### src/pfbm_pkg.sv
// Package with pin bundles, timing constants and command encodings for the flash host.
package pfbm_pkg;

    localparam int unsigned CLK_PERIOD_PS = 5000;

    // Device timing in ns, as used by this host
    localparam int unsigned T_ACC_NS     = 70;
    localparam int unsigned T_WRITE_NS   = 35;
    localparam int unsigned T_WHIGH_NS   = 20;
    localparam int unsigned T_RP_NS      = 500;
    localparam int unsigned T_RH_NS      = 50;
    localparam int unsigned T_RDY_NS     = 20000;

    function automatic int unsigned ns_up(input int unsigned ns);
        ns_up = (ns * 1000 + CLK_PERIOD_PS - 1) / CLK_PERIOD_PS;
        if (ns_up == 0) ns_up = 1;
    endfunction : ns_up

    localparam int unsigned CYC_ACC   = ns_up(T_ACC_NS);
    localparam int unsigned CYC_WRITE = ns_up(T_WRITE_NS);
    localparam int unsigned CYC_WHIGH = ns_up(T_WHIGH_NS);
    localparam int unsigned CYC_RP    = ns_up(T_RP_NS);
    localparam int unsigned CYC_RH    = ns_up(T_RH_NS);
    localparam int unsigned CYC_RDY   = ns_up(T_RDY_NS);

    localparam int unsigned CNT_W   = 13;
    localparam int unsigned ADDR_W  = 20;
    localparam int unsigned DATA_W  = 16;
    localparam int unsigned SECT_W  = 6;
    localparam int unsigned SEQ_MAX = 6;

    localparam logic [CNT_W-1:0] CNT_ONE = 13'h0001;

    // Sector decode fields
    localparam int unsigned SA_HI   = 19;
    localparam int unsigned SA_LO   = 12;
    localparam logic [4:0] TOP_REGION = 5'h1f;
    localparam logic [5:0] SECT_TOP   = 6'h1f;

    // Host request kinds
    typedef enum logic [2:0] {
        PFBM_OP_READ    = 3'h0,
        PFBM_OP_WRITE   = 3'h1,
        PFBM_OP_PROGRAM = 3'h2,
        PFBM_OP_FASTPRG = 3'h3,
        PFBM_OP_ERASE   = 3'h4,
        PFBM_OP_CHIPERS = 3'h5,
        PFBM_OP_RESET   = 3'h6
    } pfbm_op_t;

    typedef struct packed {
        pfbm_op_t              op;
        logic [ADDR_W-1:0]     addr;
        logic [DATA_W-1:0]     data;
    } pfbm_req_t;

    // One bus cycle of a command sequence
    typedef struct packed {
        logic [ADDR_W-1:0] addr;
        logic [DATA_W-1:0] data;
    } pfbm_cyc_t;

    // Pins driven toward the flash
    typedef struct packed {
        logic                  chip_select_n;
        logic                  output_gate_n;
        logic                  write_strobe_n;
        logic                  hard_reset_line;
        logic                  width_select_n;
        logic [ADDR_W-1:0]     addr;
        logic [DATA_W-1:0]     dq_out;
        logic                  dq_oe;
    } pfbm_pins_t;

    // Generic unlock and command codes; parameters of the sequencer
    localparam logic [ADDR_W-1:0] UNLOCK_A1 = 20'h0_0555;
    localparam logic [ADDR_W-1:0] UNLOCK_A2 = 20'h0_02aa;
    localparam logic [DATA_W-1:0] UNLOCK_D1 = 16'h00aa;
    localparam logic [DATA_W-1:0] UNLOCK_D2 = 16'h0055;
    localparam logic [DATA_W-1:0] CMD_PROG  = 16'h00a0;
    localparam logic [DATA_W-1:0] CMD_ERASE = 16'h0080;
    localparam logic [DATA_W-1:0] CMD_SECT  = 16'h0030;
    localparam logic [DATA_W-1:0] CMD_CHIP  = 16'h0010;

endpackage : pfbm_pkg

### src/pfbm_seq_rom.sv
`timescale 1ns/1ps
// Command sequence table: bus cycle for a given request and step, registered.
module pfbm_seq_rom
    import pfbm_pkg::*;
(
    // Clock and reset
    input  wire logic              mclk_i,
    input  wire logic              reset_n_i,
    // Lookup
    input  wire pfbm_pkg::pfbm_op_t op_i,
    input  wire logic [2:0]        step_i,
    input  wire logic [ADDR_W-1:0] addr_i,
    input  wire logic [DATA_W-1:0] data_i,
    // Result
    output pfbm_pkg::pfbm_cyc_t    cyc_o,
    output logic [2:0]             len_o
);
    import pfbm_pkg::*;

    pfbm_cyc_t  cyc_nxt;
    logic [2:0] len_nxt;

    always_comb begin
        cyc_nxt = '{addr: addr_i, data: data_i};
        len_nxt = 3'h1;
        case (op_i)
            PFBM_OP_PROGRAM: begin
                len_nxt = 3'h4;
                case (step_i)
                    3'h0:    cyc_nxt = '{addr: UNLOCK_A1, data: UNLOCK_D1};
                    3'h1:    cyc_nxt = '{addr: UNLOCK_A2, data: UNLOCK_D2};
                    3'h2:    cyc_nxt = '{addr: UNLOCK_A1, data: CMD_PROG};
                    default: cyc_nxt = '{addr: addr_i, data: data_i};
                endcase
            end
            PFBM_OP_FASTPRG: begin
                len_nxt = 3'h2;
                if (step_i == 3'h0) cyc_nxt = '{addr: UNLOCK_A1, data: CMD_PROG};
            end
            PFBM_OP_ERASE, PFBM_OP_CHIPERS: begin
                len_nxt = 3'h6;
                case (step_i)
                    3'h0, 3'h3: cyc_nxt = '{addr: UNLOCK_A1, data: UNLOCK_D1};
                    3'h1, 3'h4: cyc_nxt = '{addr: UNLOCK_A2, data: UNLOCK_D2};
                    3'h2:       cyc_nxt = '{addr: UNLOCK_A1, data: CMD_ERASE};
                    default: begin
                        if (op_i == PFBM_OP_CHIPERS)
                            cyc_nxt = '{addr: UNLOCK_A1, data: CMD_CHIP};
                        else
                            cyc_nxt = '{addr: addr_i, data: CMD_SECT};
                    end
                endcase
            end
            default: begin
                len_nxt = 3'h1;
            end
        endcase
    end

    always_ff @(posedge mclk_i) begin
        if (!reset_n_i) begin
            cyc_o <= '0;
            len_o <= 3'h1;
        end else begin
            cyc_o <= cyc_nxt;
            len_o <= len_nxt;
        end
    end

endmodule : pfbm_seq_rom

### src/pfbm_host.sv
`timescale 1ns/1ps
// Host-side bus controller for a boot-sector parallel NOR flash.

// How it works
// - Command cycles drive write strobe and chip select low, output gate high.
// - Fast program mode issues two write cycles instead of four.
// - Host pulses reissue_o when a reset request interrupts a program or erase.
// - Host asserts chip select only after reset line is high.
// - Idle reset finishes within recovery time; read after reset-high time.
module pfbm_host
    import pfbm_pkg::*;
(
    // Clock and reset
    input  wire logic                 mclk_i,
    input  wire logic                 reset_n_i,
    // User request
    input  wire logic                 req_valid_i,
    input  wire pfbm_pkg::pfbm_req_t  req_i,
    input  wire logic                 byte_mode_i,
    output logic                      req_ready_o,
    // User answer
    output logic                      rsp_valid_o,
    output logic [DATA_W-1:0]         rsp_data_o,
    output logic [SECT_W-1:0]         rsp_sector_o,
    output logic                      busy_o,
    output logic                      reissue_o,
    // Flash pins
    output pfbm_pkg::pfbm_pins_t      pins_o,
    input  wire logic [DATA_W-1:0]    dq_i,
    input  wire logic                 ready_busy_line_i
);
    import pfbm_pkg::*;

    typedef enum logic [6:0] {
        ST_RST   = 7'b000_0001,
        ST_RHOLD = 7'b000_0010,
        ST_IDLE  = 7'b000_0100,
        ST_WLOW  = 7'b000_1000,
        ST_WHIGH = 7'b001_0000,
        ST_READ  = 7'b010_0000,
        ST_RWAIT = 7'b100_0000
    } pfbm_state_t;

    // Top-boot sector index from address bits 19..12
    function automatic logic [SECT_W-1:0] sector_of(input logic [ADDR_W-1:0] a);
        logic [7:0] s;
        s = a[SA_HI:SA_LO];
        if (s[7:3] != TOP_REGION) sector_of = SECT_W'(s[7:3]);
        else if (!s[2])           sector_of = SECT_TOP;
        else if (s[1])            sector_of = SECT_TOP + 6'h03;
        else                      sector_of = SECT_TOP + 6'h01 + SECT_W'(s[0]);
    endfunction : sector_of

    pfbm_state_t       state_r;
    logic [CNT_W-1:0]  cnt_r;
    logic [2:0]        step_r;
    pfbm_req_t         req_r;
    logic              width_n_r;
    logic              inflight_r;
    logic [DATA_W-1:0] dq_s1_r;
    logic [DATA_W-1:0] dq_s2_r;
    logic              rb_s1_r;
    logic              rb_s2_r;
    logic              rb_s3_r;
    pfbm_cyc_t         rom_cyc;
    logic [2:0]        rom_len;
    logic              cnt_done;

    assign cnt_done = (cnt_r == CNT_ONE);

    pfbm_seq_rom u_rom (
        .mclk_i    (mclk_i),
        .reset_n_i (reset_n_i),
        .op_i      (req_r.op),
        .step_i    (step_r),
        .addr_i    (req_r.addr),
        .data_i    (req_r.data),
        .cyc_o     (rom_cyc),
        .len_o     (rom_len)
    );

    // Pin inputs come from another timing world
    always_ff @(posedge mclk_i) begin
        if (!reset_n_i) begin
            dq_s1_r <= '0;
            dq_s2_r <= '0;
            rb_s1_r <= 1'b0;
            rb_s2_r <= 1'b0;
            rb_s3_r <= 1'b0;
        end else begin
            dq_s1_r <= dq_i;
            dq_s2_r <= dq_s1_r;
            rb_s1_r <= ready_busy_line_i;
            rb_s2_r <= rb_s1_r;
            rb_s3_r <= rb_s2_r;
        end
    end

    always_ff @(posedge mclk_i) begin
        if (!reset_n_i) begin
            state_r <= ST_RST;
            cnt_r   <= CNT_W'(CYC_RP);
            step_r  <= 3'h0;
            req_r   <= '0;
        end else begin
            case (state_r)
                ST_RST: begin
                    // Hold reset low for its pulse time
                    if (cnt_done) begin
                        state_r <= ST_RHOLD;
                        cnt_r   <= CNT_W'(CYC_RDY);
                    end else cnt_r <= cnt_r - CNT_ONE;
                end
                ST_RHOLD: begin
                    // Wait for ready line or worst-case recovery, then reset-high time
                    if (cnt_r > CNT_W'(CYC_RH) && !rb_s2_r)
                        cnt_r <= cnt_r - CNT_ONE;
                    else if (cnt_r > CNT_W'(CYC_RH))
                        cnt_r <= CNT_W'(CYC_RH);
                    else if (cnt_done) state_r <= ST_IDLE;
                    else cnt_r <= cnt_r - CNT_ONE;
                end
                ST_IDLE: begin
                    step_r <= 3'h0;
                    if (req_valid_i) begin
                        req_r <= req_i;
                        if (req_i.op == PFBM_OP_RESET) begin
                            state_r <= ST_RST;
                            cnt_r   <= CNT_W'(CYC_RP);
                        end else if (req_i.op == PFBM_OP_READ) begin
                            state_r <= ST_READ;
                            cnt_r   <= CNT_W'(CYC_ACC);
                        end else begin
                            state_r <= ST_WHIGH;
                            cnt_r   <= CNT_ONE;
                        end
                    end
                end
                ST_WHIGH: begin
                    // One extra edge lets the table register the cycle
                    if (cnt_done) begin
                        state_r <= ST_WLOW;
                        cnt_r   <= CNT_W'(CYC_WRITE);
                    end else cnt_r <= cnt_r - CNT_ONE;
                end
                ST_WLOW: begin
                    if (cnt_done) begin
                        step_r <= step_r + 3'h1;
                        if (step_r + 3'h1 >= rom_len) state_r <= ST_IDLE;
                        else begin
                            state_r <= ST_WHIGH;
                            cnt_r   <= CNT_W'(CYC_WHIGH);
                        end
                    end else cnt_r <= cnt_r - CNT_ONE;
                end
                ST_READ: begin
                    // Sample after access time; sleep or standby exit both fit
                    if (cnt_done) state_r <= ST_RWAIT;
                    else cnt_r <= cnt_r - CNT_ONE;
                end
                ST_RWAIT: begin
                    // Two synchroniser edges before data is trusted
                    if (cnt_r == CNT_W'(3)) state_r <= ST_IDLE;
                    else cnt_r <= cnt_r + CNT_ONE;
                end
                default: state_r <= ST_RST;
            endcase
        end
    end

    // Width select latched with each request
    always_ff @(posedge mclk_i) begin
        if (!reset_n_i) width_n_r <= 1'b1;
        else if (state_r == ST_IDLE && req_valid_i) width_n_r <= !byte_mode_i;
    end

    // Track a program or erase the device may still be running
    always_ff @(posedge mclk_i) begin
        if (!reset_n_i) begin
            inflight_r <= 1'b0;
            reissue_o  <= 1'b0;
        end else begin
            reissue_o <= 1'b0;
            if (state_r == ST_WLOW && cnt_done && step_r + 3'h1 >= rom_len
                && req_r.op != PFBM_OP_WRITE)
                inflight_r <= 1'b1;
            // Clear on the ready rise; the line drops only after the last strobe
            else if (rb_s2_r && !rb_s3_r)
                inflight_r <= 1'b0;
            if (state_r == ST_IDLE && req_valid_i && req_i.op == PFBM_OP_RESET
                && inflight_r) begin
                reissue_o  <= 1'b1;
                inflight_r <= 1'b0;
            end
        end
    end

    always_ff @(posedge mclk_i) begin
        if (!reset_n_i) begin
            rsp_valid_o  <= 1'b0;
            rsp_data_o   <= '0;
            rsp_sector_o <= '0;
        end else begin
            rsp_valid_o <= (state_r == ST_RWAIT && cnt_r == CNT_W'(3))
                        || (state_r == ST_WLOW && cnt_done && step_r + 3'h1 >= rom_len);
            if (state_r == ST_RWAIT && cnt_r == CNT_W'(3))
                rsp_data_o <= width_n_r ? dq_s2_r : {8'h00, dq_s2_r[7:0]};
            if (state_r == ST_IDLE && req_valid_i)
                rsp_sector_o <= sector_of(req_i.addr);
        end
    end

    // Pin drive
    always_comb begin
        pins_o                 = '0;
        pins_o.hard_reset_line = !(state_r == ST_RST);
        pins_o.chip_select_n   = !(state_r == ST_WLOW || state_r == ST_READ
                               || state_r == ST_RWAIT);
        pins_o.output_gate_n   = !(state_r == ST_READ || state_r == ST_RWAIT);
        pins_o.write_strobe_n  = !(state_r == ST_WLOW);
        pins_o.width_select_n  = width_n_r;
        pins_o.addr            = (state_r == ST_WLOW) ? rom_cyc.addr : req_r.addr;
        pins_o.dq_out          = (state_r == ST_WLOW) ? rom_cyc.data : '0;
        if (!width_n_r) pins_o.dq_out[15] = req_r.data[15] & (state_r == ST_READ);
        pins_o.dq_oe           = (state_r == ST_WLOW) || !width_n_r;
    end

    assign req_ready_o = (state_r == ST_IDLE);
    assign busy_o      = inflight_r && !rb_s2_r;

endmodule : pfbm_host

### config.mk
export PLATFORM = sky130hd
export DESIGN_NAME = pfbm_host
export DESIGN_NICKNAME = d
export VERILOG_FILES = /design/src/pfbm_pkg.sv /design/src/pfbm_seq_rom.sv /design/src/pfbm_host.sv
export SDC_FILE = /design/constraint.sdc
export NUM_CORES = 1
export LEC_CHECK = 0
export BUFFER_PORTS_ARGS = -buffer_cell sky130_fd_sc_hd__buf_2
export CORE_UTILIZATION = 55
export CTS_CLUSTER_DIAMETER = 40
export DETAILED_ROUTE_END_ITERATION = 6
export PLACE_DENSITY = 0.78
export SETUP_SLACK_MARGIN = 0.02
export SYNTH_ARGS = -nofsm -noshare
export SYNTH_HDL_FRONTEND = slang
export SYNTH_HIERARCHICAL = 1
export SYNTH_SLANG_ARGS = --single-unit
### constraint.sdc
create_clock -name mclk_i -period 4.85 [get_ports mclk_i]
set_clock_uncertainty 0.2 [all_clocks]
set_input_delay 0 -clock mclk_i [delete_from_list [all_inputs] [get_ports mclk_i]]
set_output_delay 0 -clock mclk_i [all_outputs]
set_load 0.005 [all_outputs]
==> impl_metrics.py <==
metrics = {
    "placement": {
        "placed_cell_area_um2": 7960,
        "hpwl_um": 11900,
        "gp_congestion": 0.922,
        "dp_worst_setup_slack_ps": 1280,
        "io_buffers": 127,
        "dp_cells": 1142,
    },
    "clock_network": {
        "cts_buffers": 17,
        "clk_latency_ps": 420,
        "clockRootBuffer": "clkbuf_16",
        "tritoncts": "built",
        "cts_buffer_depth": 2,
        "cts.sinks": 162,
        "post_cts_resized": 0,
        "clkTransAtPathRegs_ps": 60,
        "htreeDepth": 4,
    },
    "final_layout": {
        "final_util": 0.721,
        "instances_no_fill": 1241,
        "seqCellArea_um2": 3240,
        "final_area_um2": 9250,
        "fin_nets": 1127,
        "multi_input_area_um2": 3770,
        "syn_to_final_growth_pct": 25.6,
        "layout-drive-gt1-share": 0.170,
        "final.fill_count": 979,
    },
    "floorplan": {
        "die_area_um2": 13900,
        "die-width_um": 118,
        "row_count": 41,
        "initial_utilization": 0.574,
        "die_h_um": 118,
        "core_um2": 12800,
        "ios": 128,
    },
    "synth": {
        "yosysMostFrequentCell": "nand2_1",
        "syn_area_um2": 7360,
        "synth_top_area_cell": "dfxtp_1",
        "synthArstFlopShare": 0,
        "yosysTopAreaCellShare": 0.441,
        "synthTopCellsByCount": "nand2_1 (201), dfxtp_1 (162), a21oi_1 (87), and2_1 (72), clkbuf_1 (47)",
        "syn_area_per_cell_um2": 8.15,
        "ys_seq_area_frac": 0.441,
        "ys_types": 83,
        "synth_enable_flop_cells": 0,
        "ys_warn_count": 6,
        "ys_top_cells_by_area": "dfxtp_1 (44%), nand2_1 (10%), and2_1 (6.1%), a21oi_1 (5.9%), clkbuf_1 (2.4%)",
        "syn_nets": 973,
        "synthFlopType": "dfxtp_1",
        "syn_inst": 903,
        "synth_seq_cells": 162,
    },
    "global_route": {
        "grt_pass1_vias": 6613,
        "grt-ovfl-total": 0,
        "grt_max_degree": 77,
        "gr-usage-all-layers": 0.288,
        "antenna_found_initial": 1,
        "grt_pass1_wl_um": 32200,
    },
    "detailed_routing": {
        "first_pass_iters": 7,
        "drtIter0Drc": 830,
        "drt_wl_total_um": 20000,
        "wire_per_inst_um": 16.1,
        "drc_errors": 0,
        "ant_nets": 0,
        "vias": 7047,
        "vias_per_cell": 5.68,
    },
    "sta": {
        "finalCritPeriodShare": 0.757,
        "layout_min_cycle_time_ps": 3670,
        "rsz0062_at_grt": "no",
        "timing.fmax_ghz": 0.273,
        "hold_ws_ps": 131,
        "layout_setup_ws_ps": 1180,
        "maxSlewHeadroom": 0.367,
        "hold_viol": 0,
        "finalSetupViolations": 0,
        "fin_setup_tns_ps": 0,
        "slew_viol_final": 0,
        "tightest_slew_ps": 944,
    },
    "power_and_ir_drop": {
        "vdd_drop_max_v": 0.000256,
        "power_mw": 3.19,
        "power_density_nw_per_um2": 344,
        "power.leakage_nw": 3.89,
    },
    "setup_path": {
        "cp_slowest_cell": "dfxtp_1",
        "crit_family": "simple AND/OR/NAND/NOR gates",
        "crit_fanout": 17,
        "critical_path_class": "flop to flop",
        "cp-start-kind": "flop",
        "path_cells": "ha_1, nor2b_1, nand2b_1, ha_1, a21oi_1, o21ai_0, and2_1, a21o_1, nor3_2, o21ai_1, a32o_1",
        "cp_slowest_stage_delay_ps": 720,
        "critPathBufInv": 0,
        "r2r-start": "step_r[1]",
        "cp_common_cell": "ha_1",
        "crit_required_ps": 4960,
        "cp-startpoint": "step_r[1]",
        "arrival_ps": 3780,
        "cp-end-kind": "flop",
    },
    "job": {
        "max_cap_violations": 0,
    },
    "min_path": {
        "min_path_type": "input port to flop",
        "min-delay-start": "dq_i[3]",
    },
    "run_status": {
        "status": "finished, final reports clean",
    },
}
==> layout make-up <==
cell class	instances	area share
repair buffers	200	0.146
diodes	1	0.000271
well taps	172	0.0233
clock buffers	22	0.0513
multi-input cells	660	0.408
flip-flops and latches	162	0.351
clock inverters	8	0.0138
inverters	16	0.00676
==> per-layer routing <==
metal,global-route usage,part of all wire
met1,0.374,0.44
met2,0.453,0.46
met3,0.0586,0.071
met4,0.142,0.030
met5,0,0
==> worst paths after layout <==
kind                  to  slack (ps)  depth (start not counted)
max             cnt_r[8]        1180                         11
min reg2reg  dq_s2_r[11]         230                          1
min           dq_s1_r[3]         130                          3
max reg2reg     cnt_r[8]        1180                         11
==> cells in the final DEF (no fill, tap or decap), types with 17 or more instances in the layout <==
cell type      netlist  routed
a21oi_1             87      87
o21ai_0             31      31
nand2_1            201     201
dfxtp_1            162     162
nor2_1              33      33
dlygate4sd3_1        0      68
buf_2               11     127
nand3_1             31      31
clkbuf_16            0      17
and2_1              72      72
==> sequential cells by signal (all words and copies together) (netlist names), 3 cells and up <==
name / count
req_r: 39
u_rom/cyc_o: 36
dq_s1_r: 16
dq_s2_r: 16
rsp_data_o: 16
cnt_r: 13
state_r: 7
rsp_sector_o: 6
step_r: 3
u_rom/len_o: 3
==> where the power goes <==
part           internal [mW]  leakage, nW  switching, mW
clock                  0.846        0.289          0.509
sequential              1.37         1.31         0.0757
combinational          0.179         2.29          0.202
total                   2.40         3.89          0.786
==> cell families (layout without fill, tap and decap cells) <==
family	Yosys count	after routing	share of synthesized area
adder cells (fa/ha/maj)	11	11	0.0184
multiplexers	6	6	0.00884
flip-flops	162	162	0.441
AO/OA/AOI/OAI	207	207	0.178
buffers and inverters	81	246	0.0476
other	0	1	0
XOR/XNOR	18	18	0.0214
AND/OR/NAND/NOR	418	418	0.286
==> worst register-to-register path: cells and delay by family, from the launching register on <==
kind                       cells  cell delay, ps
and+or+nand+nor                4            1140
AOI/OAI and AO/OA              5             940
DFF                            1             720
adders and majority gates      2             570
==> timing repair <==
item,CTS,global route
endpoints found under the setup margin,0,0
hold endpoints to repair,80,0
setup buffers,0,0
hold buffers,68,0
Note: power is estimated with default switching activity, not from simulation.
